--- src/design/sapsq_pkg.sv ---
// Constants for the serial-access port sequencer (host side of a video memory).
// Assumes a single 125 MHz clock; every time below is turned into whole cycles.
package sapsq_pkg;

	// ----------------------------------------------------------------
	// Clock and timing figures in nanoseconds
	// ----------------------------------------------------------------
	localparam int CLK_NS        = 8;
	localparam int T_ROW_NS      = 80;  // Row strobe low before column strobe
	localparam int T_COL_NS      = 40;  // Column strobe low before gate release
	localparam int T_GATE_NS     = 24;  // Gate high before row strobe rises
	localparam int T_PRE_NS      = 80;  // Row strobe precharge
	localparam int T_SC_HIGH_NS  = 40;  // Shift clock high phase, data settles here
	localparam int T_SC_LOW_NS   = 40;  // Shift clock low phase
	localparam int T_MSRL_NS     = 40;  // Last bit edge to split row fall
	localparam int T_RHMS_NS     = 40;  // Split row rise to next last bit edge

	// Least times round up, never below one cycle
	function automatic int cyc(input int ns);
		int c;
		c = (ns + CLK_NS - 1) / CLK_NS;
		return (c < 1) ? 1 : c;
	endfunction

	// ----------------------------------------------------------------
	// Derived cycle counts
	// ----------------------------------------------------------------
	localparam int ROW_CYC     = cyc(T_ROW_NS);
	localparam int COL_CYC     = cyc(T_COL_NS);
	localparam int GATE_CYC    = cyc(T_GATE_NS);
	localparam int PRE_CYC     = cyc(T_PRE_NS);
	localparam int SC_HIGH_CYC = cyc(T_SC_HIGH_NS);
	localparam int SC_LOW_CYC  = cyc(T_SC_LOW_NS);
	localparam int MSRL_CYC    = cyc(T_MSRL_NS);
	localparam int RHMS_CYC    = cyc(T_RHMS_NS);

	// ----------------------------------------------------------------
	// Transfer commands and their strobe codes at the row strobe fall
	// ----------------------------------------------------------------
	localparam logic [1:0] OP_READ_XFER  = 2'h0;
	localparam logic [1:0] OP_WRITE_XFER = 2'h1;
	localparam logic [1:0] OP_WMODE_CTRL = 2'h2;
	localparam logic [1:0] OP_SPLIT_READ = 2'h3;

	// {write_n, special_fn} per command
	localparam logic [1:0] CODE_READ_XFER  = 2'h2;
	localparam logic [1:0] CODE_WRITE_XFER = 2'h0;
	localparam logic [1:0] CODE_WMODE_CTRL = 2'h1;
	localparam logic [1:0] CODE_SPLIT_READ = 2'h3;

	// Strobe levels while idle
	localparam logic STROBE_IDLE = 1'h1;

endpackage

--- src/design/sapsq_shift_gen.sv ---
// One serial shift-clock period: high phase then low phase, from a start pulse.
// Assumes the caller waits for done before issuing the next start.
`timescale 1ns/1ps
module sapsq_shift_gen
	import sapsq_pkg::*;
#(
	parameter int HIGH_CYC = SC_HIGH_CYC,
	parameter int LOW_CYC  = SC_LOW_CYC
) (
	input  wire logic clk,
	input  wire logic rst,
	input  wire logic start,
	output logic      sc,
	output logic      rise,
	output logic      sample,
	output logic      done
);

	initial begin
		if (HIGH_CYC < 1 || LOW_CYC < 1 || HIGH_CYC > 255 || LOW_CYC > 255)
			$error("sapsq_shift_gen: phase counts out of range");
	end

	typedef enum logic [2:0] {
		SG_IDLE = 3'h1,
		SG_HIGH = 3'h2,
		SG_LOW  = 3'h4
	} sapsq_sg_type;

	sapsq_sg_type state_q, state_d;
	logic [7:0]   cnt_q, cnt_d;
	logic         sc_q, sc_d;

	// ----------------------------------------------------------------
	// Phase sequencing
	// ----------------------------------------------------------------
	// The edge pulse is combinational so the caller counts in the same cycle
	always_comb begin
		state_d = state_q;
		cnt_d   = cnt_q;
		sc_d    = sc_q;
		rise    = 1'b0;
		sample  = 1'b0;
		done    = 1'b0;
		case (state_q)
			SG_IDLE: begin
				if (start) begin
					sc_d    = 1'b1;
					rise    = 1'b1;
					cnt_d   = 8'(HIGH_CYC - 1);
					state_d = SG_HIGH;
				end
			end
			SG_HIGH: begin
				if (cnt_q != 8'h00) begin
					cnt_d = cnt_q - 8'h01;
				end else begin
					sample  = 1'b1;  // Data from this rise has settled
					sc_d    = 1'b0;
					cnt_d   = 8'(LOW_CYC - 1);
					state_d = SG_LOW;
				end
			end
			SG_LOW: begin
				if (cnt_q != 8'h00) begin
					cnt_d = cnt_q - 8'h01;
				end else begin
					done    = 1'b1;
					state_d = SG_IDLE;
				end
			end
			default: state_d = SG_IDLE;
		endcase
	end

	always_ff @(posedge clk) begin
		if (rst) begin
			state_q <= SG_IDLE;
			cnt_q   <= 8'h00;
			sc_q    <= 1'b0;
		end else begin
			state_q <= state_d;
			cnt_q   <= cnt_d;
			sc_q    <= sc_d;
		end
	end

	assign sc = sc_q;

endmodule

--- src/design/sapsq_ctrl.sv ---
// Host sequencer for the serial-access side of a dual-ported video memory.
// Assumes the memory pins are synchronous to CLK and the user side is one clock.
`timescale 1ns/1ps
module sapsq_ctrl
	import sapsq_pkg::*;
#(
	parameter int ADDR_W = 9,
	parameter int DATA_W = 4
) (
	input  wire logic              CLK,
	input  wire logic              RST,
	input  wire logic              CMD_VALID,
	output logic                   CMD_READY,
	input  wire logic [1:0]        CMD_OP,
	input  wire logic [ADDR_W-1:0] CMD_ROW,
	input  wire logic [ADDR_W-1:0] CMD_TAP,
	output logic                   CMD_REFUSED,
	input  wire logic              SER_VALID,
	output logic                   SER_READY,
	input  wire logic              SER_WRITE,
	input  wire logic [DATA_W-1:0] SER_WDATA,
	output logic                   SER_REFUSED,
	output logic                   SER_RVALID,
	output logic [DATA_W-1:0]      SER_RDATA,
	output logic                   MODE_READ,
	output logic                   MODE_WRITE,
	output logic [ADDR_W-1:0]      POINTER,
	output logic                   ROW_STROBE_N,
	output logic                   COL_STROBE_N,
	output logic                   WRITE_N,
	output logic                   SPECIAL_FN,
	output logic [ADDR_W-1:0]      ADDR,
	output logic                   TRANSFER_OUTPUT_GATE_N,
	output logic                   SERIAL_SHIFT_CLOCK,
	output logic                   SERIAL_PORT_ENABLE_N,
	input  wire logic [DATA_W-1:0] SERIAL_DATA_IO_I,
	output logic [DATA_W-1:0]      SERIAL_DATA_IO_O,
	output logic                   SERIAL_DATA_IO_OE
);

	initial begin
		if (ADDR_W < 2 || DATA_W < 1)
			$error("sapsq_ctrl: address or data width too small");
	end

	typedef enum logic [5:0] {
		ST_IDLE = 6'h01,
		ST_ROW  = 6'h02,
		ST_COL  = 6'h04,
		ST_GATE = 6'h08,
		ST_PRE  = 6'h10,
		ST_SER  = 6'h20
	} sapsq_st_type;

	sapsq_st_type      state_q, state_d;
	logic [7:0]        cnt_q, cnt_d;
	logic [7:0]        msrl_q, msrl_d;
	logic [7:0]        rhms_q, rhms_d;
	logic [1:0]        op_q, op_d;
	logic [ADDR_W-1:0] tap_q, tap_d;
	logic [ADDR_W-1:0] ptr_q, ptr_d;
	logic              rd_ok_q, rd_ok_d;
	logic              wr_ok_q, wr_ok_d;
	logic              init_q, init_d;
	logic              half_done_q, half_done_d;
	logic              sc_seen_q, sc_seen_d;
	logic              wr_q, wr_d;
	logic              ras_q, ras_d;
	logic              cas_q, cas_d;
	logic              gate_q, gate_d;
	logic [1:0]        code_q, code_d;
	logic [ADDR_W-1:0] addr_q, addr_d;
	logic [DATA_W-1:0] sdo_q, sdo_d;
	logic              oe_q, oe_d;
	logic              se_q, se_d;
	logic [DATA_W-1:0] rdata_q, rdata_d;
	logic              rvalid_q, rvalid_d;
	logic              sg_start;
	logic              sg_sc;
	logic              sg_rise;
	logic              sg_sample;
	logic              sg_done;
	logic              at_half_end;
	logic              split_ready;
	logic [1:0]        code_sel;

	// ----------------------------------------------------------------
	// Shift clock generator
	// ----------------------------------------------------------------
	sapsq_shift_gen #(
		.HIGH_CYC (SC_HIGH_CYC),
		.LOW_CYC  (SC_LOW_CYC)
	) u_shift (
		.clk    (CLK),
		.rst    (RST),
		.start  (sg_start),
		.sc     (sg_sc),
		.rise   (sg_rise),
		.sample (sg_sample),
		.done   (sg_done)
	);

	// Pointer sits on the last word of either half
	assign at_half_end = &ptr_q[ADDR_W-2:0];
	// Inactive half may be reloaded only once the active half is spent
	assign split_ready = half_done_q && (msrl_q == 8'h00) && sc_seen_q;

	// Strobe code for each transfer
	always_comb begin
		case (CMD_OP)
			OP_READ_XFER:  code_sel = CODE_READ_XFER;
			OP_WRITE_XFER: code_sel = CODE_WRITE_XFER;
			OP_WMODE_CTRL: code_sel = CODE_WMODE_CTRL;
			default:       code_sel = CODE_SPLIT_READ;
		endcase
	end

	// ----------------------------------------------------------------
	// Main sequencer
	// ----------------------------------------------------------------
	always_comb begin
		state_d     = state_q;
		cnt_d       = cnt_q;
		msrl_d      = (msrl_q != 8'h00) ? msrl_q - 8'h01 : msrl_q;
		rhms_d      = (rhms_q != 8'h00) ? rhms_q - 8'h01 : rhms_q;
		op_d        = op_q;
		tap_d       = tap_q;
		ptr_d       = ptr_q;
		rd_ok_d     = rd_ok_q;
		wr_ok_d     = wr_ok_q;
		init_d      = init_q;
		half_done_d = half_done_q;
		sc_seen_d   = sc_seen_q;
		wr_d        = wr_q;
		ras_d       = ras_q;
		cas_d       = cas_q;
		gate_d      = gate_q;
		code_d      = code_q;
		addr_d      = addr_q;
		sdo_d       = sdo_q;
		oe_d        = oe_q;
		se_d        = se_q;
		rdata_d     = rdata_q;
		rvalid_d    = 1'b0;
		sg_start    = 1'b0;
		CMD_READY   = 1'b0;
		CMD_REFUSED = 1'b0;
		SER_READY   = 1'b0;
		SER_REFUSED = 1'b0;
		case (state_q)
			ST_IDLE: begin
				if (CMD_VALID) begin
					if (CMD_OP == OP_SPLIT_READ && !init_q) begin
						CMD_READY   = 1'b1;
						CMD_REFUSED = 1'b1;
					end else if (CMD_OP != OP_SPLIT_READ || split_ready) begin
						CMD_READY = 1'b1;
						op_d      = CMD_OP;
						tap_d     = CMD_TAP;
						ras_d     = 1'b0;
						gate_d    = 1'b0;
						code_d    = code_sel;
						addr_d    = CMD_ROW;
						cnt_d     = 8'(ROW_CYC - 1);
						state_d   = ST_ROW;
					end
				end else if (SER_VALID) begin
					if (SER_WRITE ? !wr_ok_q : !rd_ok_q) begin
						SER_READY   = 1'b1;
						SER_REFUSED = 1'b1;
					end else if (!(at_half_end && rhms_q != 8'h00)) begin
						SER_READY = 1'b1;
						wr_d      = SER_WRITE;
						sdo_d     = SER_WDATA;
						oe_d      = SER_WRITE;
						se_d      = 1'b0;
						sg_start  = 1'b1;
						ptr_d     = ptr_q + 1'b1;
						sc_seen_d = 1'b1;
						if (at_half_end) begin
							half_done_d = 1'b1;
							msrl_d      = 8'(MSRL_CYC);
						end
						state_d = ST_SER;
					end
				end
			end
			ST_ROW: begin
				if (cnt_q != 8'h00) begin
					cnt_d = cnt_q - 8'h01;
				end else begin
					cas_d   = 1'b0;
					addr_d  = tap_q;
					cnt_d   = 8'(COL_CYC - 1);
					state_d = ST_COL;
				end
			end
			ST_COL: begin
				if (cnt_q != 8'h00) begin
					cnt_d = cnt_q - 8'h01;
				end else begin
					gate_d  = 1'b1;
					cnt_d   = 8'(GATE_CYC - 1);
					state_d = ST_GATE;
				end
			end
			ST_GATE: begin
				if (cnt_q != 8'h00) begin
					cnt_d = cnt_q - 8'h01;
				end else begin
					ras_d   = STROBE_IDLE;
					cas_d   = STROBE_IDLE;
					code_d  = CODE_READ_XFER;
					cnt_d   = 8'(PRE_CYC - 1);
					state_d = ST_PRE;
					if (op_q == OP_READ_XFER || op_q == OP_SPLIT_READ) begin
						rd_ok_d = 1'b1;
						wr_ok_d = 1'b0;
					end else begin
						rd_ok_d = 1'b0;
						wr_ok_d = 1'b1;
					end
					if (op_q == OP_SPLIT_READ) begin
						half_done_d = 1'b0;
						sc_seen_d   = 1'b0;
						rhms_d      = 8'(RHMS_CYC);
					end else begin
						ptr_d       = tap_q;
						half_done_d = 1'b0;
					end
					if (op_q == OP_READ_XFER)
						init_d = 1'b1;
				end
			end
			ST_PRE: begin
				if (cnt_q != 8'h00)
					cnt_d = cnt_q - 8'h01;
				else
					state_d = ST_IDLE;
			end
			ST_SER: begin
				// Read data is valid only after the rise that presents it
				if (sg_sample && !wr_q) begin
					rdata_d  = SERIAL_DATA_IO_I;
					rvalid_d = 1'b1;
				end
				if (sg_done) begin
					oe_d    = 1'b0;
					se_d    = 1'b1;
					state_d = ST_IDLE;
				end
			end
			default: state_d = ST_IDLE;
		endcase
	end

	// ----------------------------------------------------------------
	// State registers
	// ----------------------------------------------------------------
	always_ff @(posedge CLK) begin
		if (RST) begin
			state_q     <= ST_IDLE;
			cnt_q       <= 8'h00;
			msrl_q      <= 8'h00;
			rhms_q      <= 8'h00;
			op_q        <= 2'h0;
			tap_q       <= '0;
			ptr_q       <= '0;
			rd_ok_q     <= 1'b0;
			wr_ok_q     <= 1'b0;
			init_q      <= 1'b0;
			half_done_q <= 1'b0;
			sc_seen_q   <= 1'b0;
			wr_q        <= 1'b0;
			ras_q       <= 1'b1;
			cas_q       <= 1'b1;
			gate_q      <= 1'b1;
			code_q      <= CODE_READ_XFER;  // Idle code, no write request
			addr_q      <= '0;
			sdo_q       <= '0;
			oe_q        <= 1'b0;
			se_q        <= 1'b1;
			rdata_q     <= '0;
			rvalid_q    <= 1'b0;
		end else begin
			state_q     <= state_d;
			cnt_q       <= cnt_d;
			msrl_q      <= msrl_d;
			rhms_q      <= rhms_d;
			op_q        <= op_d;
			tap_q       <= tap_d;
			ptr_q       <= ptr_d;
			rd_ok_q     <= rd_ok_d;
			wr_ok_q     <= wr_ok_d;
			init_q      <= init_d;
			half_done_q <= half_done_d;
			sc_seen_q   <= sc_seen_d;
			wr_q        <= wr_d;
			ras_q       <= ras_d;
			cas_q       <= cas_d;
			gate_q      <= gate_d;
			code_q      <= code_d;
			addr_q      <= addr_d;
			sdo_q       <= sdo_d;
			oe_q        <= oe_d;
			se_q        <= se_d;
			rdata_q     <= rdata_d;
			rvalid_q    <= rvalid_d;
		end
	end

	// ----------------------------------------------------------------
	// Pin and status outputs
	// ----------------------------------------------------------------
	assign ROW_STROBE_N           = ras_q;
	assign COL_STROBE_N           = cas_q;
	assign WRITE_N                = code_q[1];
	assign SPECIAL_FN             = code_q[0];
	assign ADDR                   = addr_q;
	assign TRANSFER_OUTPUT_GATE_N = gate_q;
	assign SERIAL_SHIFT_CLOCK     = sg_sc;
	assign SERIAL_PORT_ENABLE_N   = se_q;
	assign SERIAL_DATA_IO_O       = sdo_q;
	assign SERIAL_DATA_IO_OE      = oe_q;
	assign SER_RDATA              = rdata_q;
	assign SER_RVALID             = rvalid_q;
	assign MODE_READ              = rd_ok_q;
	assign MODE_WRITE             = wr_ok_q;
	assign POINTER                = ptr_q;

endmodule

--- config.mk ---
export PLATFORM = sky130hd
export DESIGN_NAME = sapsq_ctrl
export DESIGN_NICKNAME = d
export VERILOG_FILES = /design/src/design/sapsq_pkg.sv /design/src/design/sapsq_shift_gen.sv /design/src/design/sapsq_ctrl.sv
export SDC_FILE = /design/constraint.sdc
export NUM_CORES = 1
export LEC_CHECK = 0
export BUFFER_PORTS_ARGS = -buffer_cell sky130_fd_sc_hd__buf_4
export CAP_MARGIN = 15
export CORE_ASPECT_RATIO = 0.7
export CORE_MARGIN = 2
export CORE_UTILIZATION = 40
export DETAILED_ROUTE_END_ITERATION = 16
export PLACE_DENSITY_LB_ADDON = 0.12
export REMOVE_ABC_BUFFERS = 1
export SLEW_MARGIN = 10
export SYNTH_ARGS = -nofsm -noshare
export SYNTH_HDL_FRONTEND = slang
export SYNTH_SLANG_ARGS = --single-unit
--- constraint.sdc ---
create_clock -name CLK -period 3.45 [get_ports CLK]
set_clock_uncertainty 0.1 [all_clocks]
set_input_delay 0.69 -clock CLK [delete_from_list [all_inputs] [get_ports CLK]]
set_output_delay 0.69 -clock CLK [all_outputs]
set_load 0.01 [all_outputs]
-- After elaboration in Yosys (flattened, before gate mapping)
Index checks and enable logic that the tools add are counted.
- register bits: 93
- input port bits: 33
- output and inout port bits: 41
- logic and storage cells: 242
- add/subtract/negate cells: 5
- eq/ne operators: 39
- muxes and demuxes: 120
- bitwise logic cells: 6
- reduce and logical (&&, ||, !) cells: 46
- operators by type and width (kind ; number):
    8-bit two-way mux ; 21
    9-bit two-way mux ; 10
    6-bit two-way mux ; 11
    1-bit two-way mux ; 55
    2-bit inequality test, second input constant ; 20
    8-bit case mux with 5 select lines ; 1
    6-bit case mux with 6 select lines ; 1
    9-bit case mux with 2 select lines ; 2
    8-bit nonzero test ; 4
    8-bit by 1-bit subtractor with 8-bit output, second input constant ; 4
    5-bit AND reduction ; 5
    8-bit case mux with 3 select lines ; 1
    7-bit AND reduction ; 3
    1-bit case mux with 2 select lines ; 8
    3-bit inequality test, second input constant ; 5
    3-bit AND reduction ; 5
    2-bit nonzero test ; 6
    10-bit AND reduction ; 1
    9-bit by 1-bit adder with 9-bit output, second input constant ; 1
    3-bit two-way mux ; 3
    3-bit case mux with 3 select lines ; 1
    8-bit zero test ; 1
    2-bit two-way mux ; 4
    8-bit AND reduction ; 1
    25 further kinds ; 42

-- Logic depth before layout (Yosys ltp)
- depth in word-level cells: 9
- depth in mapped cells: 9
- gate-level depth less buffers: 8

-- Hierarchy
From an unflattened synthesis, not the netlist that was laid out.
- cell total of the unflattened synthesis: 564
- area, all modules: 4740.8 µm²
- modules (own cells, without submodules) (module ; times used ; cells each ; area each (µm²) ; seq. area each (µm²)):
    sapsq_ctrl ; 1 ; 496 ; 4154.0 ; 1621.6
    sapsq_shift_gen ; 1 ; 68 ; 586.8 ; 240.2

-- Worst setup path before layout
Ideal clock, no wire load.
- path type: input-to-reg
- start: input SER_WRITE
- end: register u_shift.cnt_q[2]
- arrival time: 2.130 ns
- required time: 3.262 ns
- slack: 1.132 ns
- stages: 7
- cell sequence: mux2_2 > nand4_1 > a2111oi_4 > or2_1 > buf_4 > a21oi_1 > a311oi_2
- word-level cells in the longest chain between the ends: 7
- RTL lines (item ; RTL line ; RTL):
    start: declaration ; sapsq_ctrl.sv:20 ; input wire logic SER_WRITE,
    1-bit two-way mux (2 in series) ; sapsq_ctrl.sv:168 ; if (SER_WRITE ? !wr_ok_q : !rd_ok_q) begin
    1-bit two-way mux ; sapsq_ctrl.sv:167 ; end else if (SER_VALID) begin
    1-bit two-way mux ; sapsq_ctrl.sv:152 ; if (CMD_VALID) begin
    1-bit two-way mux ; sapsq_ctrl.sv:150 ; case (state_q)
    2-bit inequality test (no line) ; -- ;
    3-bit AND reduction (no line) ; -- ;
    end signal: assignment ; sapsq_shift_gen.sv:83 ; cnt_q <= cnt_d;
    end: declaration ; sapsq_shift_gen.sv:31 ; logic [7:0] cnt_q, cnt_d;
Every way passes these cells.
A chain may end at the register's enable or synchronous reset.

-- Worst setup path in the final report
- start: register state_q[1]
- end: output SER_READY
- word-level cells in the longest chain between the ends: 2
- RTL lines (item ; RTL line ; RTL):
    start: declaration ; sapsq_ctrl.sv:55 ; sapsq_st_type state_q, state_d;
    start signal: assignment ; sapsq_ctrl.sv:286 ; state_q <= state_d;
    6-bit by 1-bit equality test with 1-bit output ; sapsq_ctrl.sv:150 ;
    1-bit two-way mux ; sapsq_ctrl.sv:150 ;
    end: declaration ; sapsq_ctrl.sv:19 ; output logic SER_READY,
Every way passes these cells.

==> impl_results.md <==
* Status: completed
* DIE WIDTH at 133.3 um
* #FFs+latches synth at 93
* Min-Delay Endpoint: SERIAL_DATA_IO_OE
* Critical path launch point type: flop
* Area grow syn2layout at 21.06%
* Slew headroom at 0.5512
* Mapped Cells at 550
* Mux share of post-synthesis cell area at 0.04731
* Share of layout cells above drive strength 1 at 0.1926
* CTS tree: built
* Critical Path Sink Type: output pin
* Drc violations at 0
* Grt met1 use at 0.2603
* Top delay family on crit path: simple AND/OR/NAND/NOR gates
* Vias/cell at 5.266
* Routability congestion estimate at 0.8589
* Clock Root Buffer: clkbuf_16
* GR Layer Usage met3 at 0.04402
* GRT Residual Overflow at 0
* Xor-xnor portion of the synthesized cell area at 0.04117
* Core area at 11560 um^2
* EDFF count, synth at 0
* DP HPWL at 8.640 mm
* Post-CTS setup buffer count at 0
* Pwr/cell area at 730.8 nW/um^2
* Critical path, cell by cell: nor4_4 -> and2_1 -> nand2_1 -> a31oi_1 -> buf_4
* H-tree depth at 3
* Vias in the first global route at 3718
* Setup Total Neg Slack at 0 ns
* Worst Tran Pin Value at 0.6731 ns
* Vias at 4081
* Synth Flop Type: dfxtp_1
* Die Y at 94.51 um
* Fmax at 341.1 MHz
* Final design utilization at 0.4902
* Critical Path Max Stage Delay at 0.44 ns
* Std cell rows at 33
* DRT iter0 DRCs at 231
* Hold Buf Count CTS at 0
* Total I/O pin count at 74
* Worst-Skew Late Latency at 0.34 ns
* Busiest grt layer: met2
* Leak at 2.248 nW
* Clk pin slew, worst setup/hold paths at 0.06 ns
* Worst R2R Setup Slack at 0.83 ns
* Final setup vio count at 0
* Inserted Clock Buffers at 9
* Die area at 12600 um^2
* Crit path required time at 2.66 ns
* Gr usage total at 0.1908
* # diodes at 0
* ANT nets after route at 0
* Port Buffers at 73
* Largest family of logic cells by synthesized area: simple AND/OR/NAND/NOR gates
* 1st-pass router iterations at 5
* Total Wirelength at 11.91 mm
* Hold path depth at 2
* Hold_sp: SERIAL_DATA_IO_OE
* Crit Path Category: flop to output pin
* Pin count of the biggest net entering global routing at 41
* Compound-cell area share of the yosys netlist at 0.1812
* Final period utilization at 0.8498
* Critical-path top delay cell: dfxtp_1
* Reg2Reg Capture Point: ADDR[4]
* R2R Path Start: msrl_q[0]
* Hold Path Class: flop to flop
* Synth warn at 0
* Hold Fails Final Rpt at 0
* RSZ-0062 raised after global routing: no
* Initial antenna violation count at 0
* Adder-Cell Fraction of Synth Area at 0.03742
* CP Buf/Inv Count at 1
* Crit path from: state_q[1]
* Maximum vdd drop at 0.0003286 V
* First-pass GRT wire length at 18.86 mm
* GRT met2 Usage at 0.2981
* Asr flop ratio synth at 0
* Max Slew Vio Count at 0
* Final net count at 660
* Netlist Area Pre-Place at 4681 um^2
* Max-Cap Viols at 0
* Distinct cells, synth at 67
* Post-cts sizing count at 0
* TritonCTS Sinks at 93
* Worst R2R Path Depth at 8
* Most frequent cells in the layout: dfxtp_1 (93), nor2_1 (90), buf_4 (78)
* Initial Utilization at 0.4049
* Area share of and/or/nand/nor cells after synthesis at 0.2518
* Syn Area/Cell at 8.510 um^2
* Most common cell after layout, fill and taps aside: dfxtp_1
* Wirelength per Cell at 15.37 um
* Sequential area share after synthesis at 0.3978
* Arrival time at the worst endpoint at 2.14 ns
* Clock Path Buffers at 2
* Fill count at 1121
* Worst-path fanout max at 10
* Tmin final at 2.932 ns
==> through the flow <==
stage	instances	worst slack, ns	cell area [um^2]	hold WS [ns]	power, mW
2_1_floorplan	524	0.5348	4538	0.3391	2.548
3_3_place_gp	759	0.8156	5325	0.3430	3.001
3_5_place_dp	759	0.7464	5325	0.3552	3.028
4_1_cts	775	0.5416	5667	0.3638	4.181
5_1_grt	775	0.4627	5667	0.3896	4.421
6_report	775	0.5181	5667	0.3613	4.141
==> registers in the layout, summed over array words and instances (netlist names), 2 cells and up <==
signal / count
SER_RDATA: 4
cnt_q: 8
tap_q: 9
op_q: 2
state_q: 6
POINTER: 9
code_q: 2
msrl_q: 8
u_shift.cnt_q: 8
SERIAL_DATA_IO_O: 4
ADDR: 9
u_shift.state_q: 3
rhms_q: 8
==> per-layer routing <==
metal	up-vias	routed length, um
met1	1917	5813
met3	15	623
li1	2049	-
met2	100	5266
met5	-	0
met4	0	210
==> cells in the mapped netlist, types with 2 or more instances <==
master | n | area share
a2111oi_0 | 2 | 0.0037
a211o_1 | 2 | 0.0037
a211oi_1 | 6 | 0.0096
a21oi_1 | 40 | 0.043
a311oi_1 | 8 | 0.015
a31oi_1 | 7 | 0.0094
and2_1 | 2 | 0.0027
and3_1 | 6 | 0.0080
buf_2 | 6 | 0.0064
buf_4 | 4 | 0.0064
buf_6 | 3 | 0.0072
clkbuf_1 | 13 | 0.010
dfxtp_1 | 93 | 0.40
ha_1 | 14 | 0.037
inv_1 | 16 | 0.013
mux2i_1 | 21 | 0.045
nand2_1 | 65 | 0.052
nand2b_1 | 10 | 0.013
nand3_1 | 7 | 0.0075
nand4_1 | 2 | 0.0027
nor2_1 | 90 | 0.072
nor2b_1 | 6 | 0.0080
nor3_1 | 17 | 0.018
nor3_2 | 2 | 0.0043
nor3b_1 | 3 | 0.0048
nor4_1 | 2 | 0.0027
nor4_2 | 3 | 0.0080
nor4_4 | 2 | 0.0091
o2111ai_1 | 3 | 0.0056
o211ai_1 | 7 | 0.011
o21a_1 | 2 | 0.0032
o21ai_0 | 20 | 0.021
o21ai_1 | 2 | 0.0021
o21ai_2 | 2 | 0.0037
o31ai_1 | 2 | 0.0032
o32ai_1 | 3 | 0.0056
o32ai_2 | 2 | 0.0069
or2_2 | 3 | 0.0040
or3_1 | 3 | 0.0040
or4_1 | 2 | 0.0032
xnor2_1 | 8 | 0.015
xor2_1 | 14 | 0.026
==> how the worst max path moves through the flow <==
stage | depth (start not counted) | slack [ns] | to
finish | 5 | 0.52 | SER_READY
global route | 5 | 0.46 | SER_READY
CTS | 5 | 0.54 | SER_READY
detailed placement | 7 | 0.75 | u_shift.cnt_q[2]
global placement | 7 | 0.82 | u_shift.cnt_q[2]
floorplan | 5 | 0.53 | op_q[0]
==> cells by family (layout without fill, tap and decap cells) <==
| group | after synthesis | after routing |
|---|---|---|
| muxes | 22 | 22 |
| xor gates and xnor gates | 22 | 22 |
| buffers and inverters | 42 | 110 |
| adders and majority gates | 14 | 14 |
| and+or+nand+nor | 237 | 237 |
| DFF | 93 | 93 |
| AOI/OAI and AO/OA | 120 | 120 |
==> worst min-delay path, cell delays in order (launching register included) <==
cell and delay, ns:
dfxtp_1 0.31, nand2_1 0.05, a21oi_1 0.05
==> power by group <==
| group | total (mW) | internal [mW] | switching, mW | leakage, nW |
|---|---|---|---|---|
| sequential | 1.48 | 1.28 | 0.197 | 0.758 |
| combinational | 1.53 | 0.647 | 0.882 | 1.32 |
| clock | 1.13 | 0.727 | 0.405 | 0.167 |
==> final cells by class <==
type	instances	area [um^2]	area share
repair buffers	78	585.6	0.1033
clock inverters	4	95.09	0.01678
multi-input cells	415	2621	0.4626
clock buffers	12	246.5	0.04350
flip-flops and latches	93	1862	0.3286
well taps	157	196.4	0.03467
inverters	16	60.06	0.01060
Note: power is estimated with default switching activity, not from simulation.
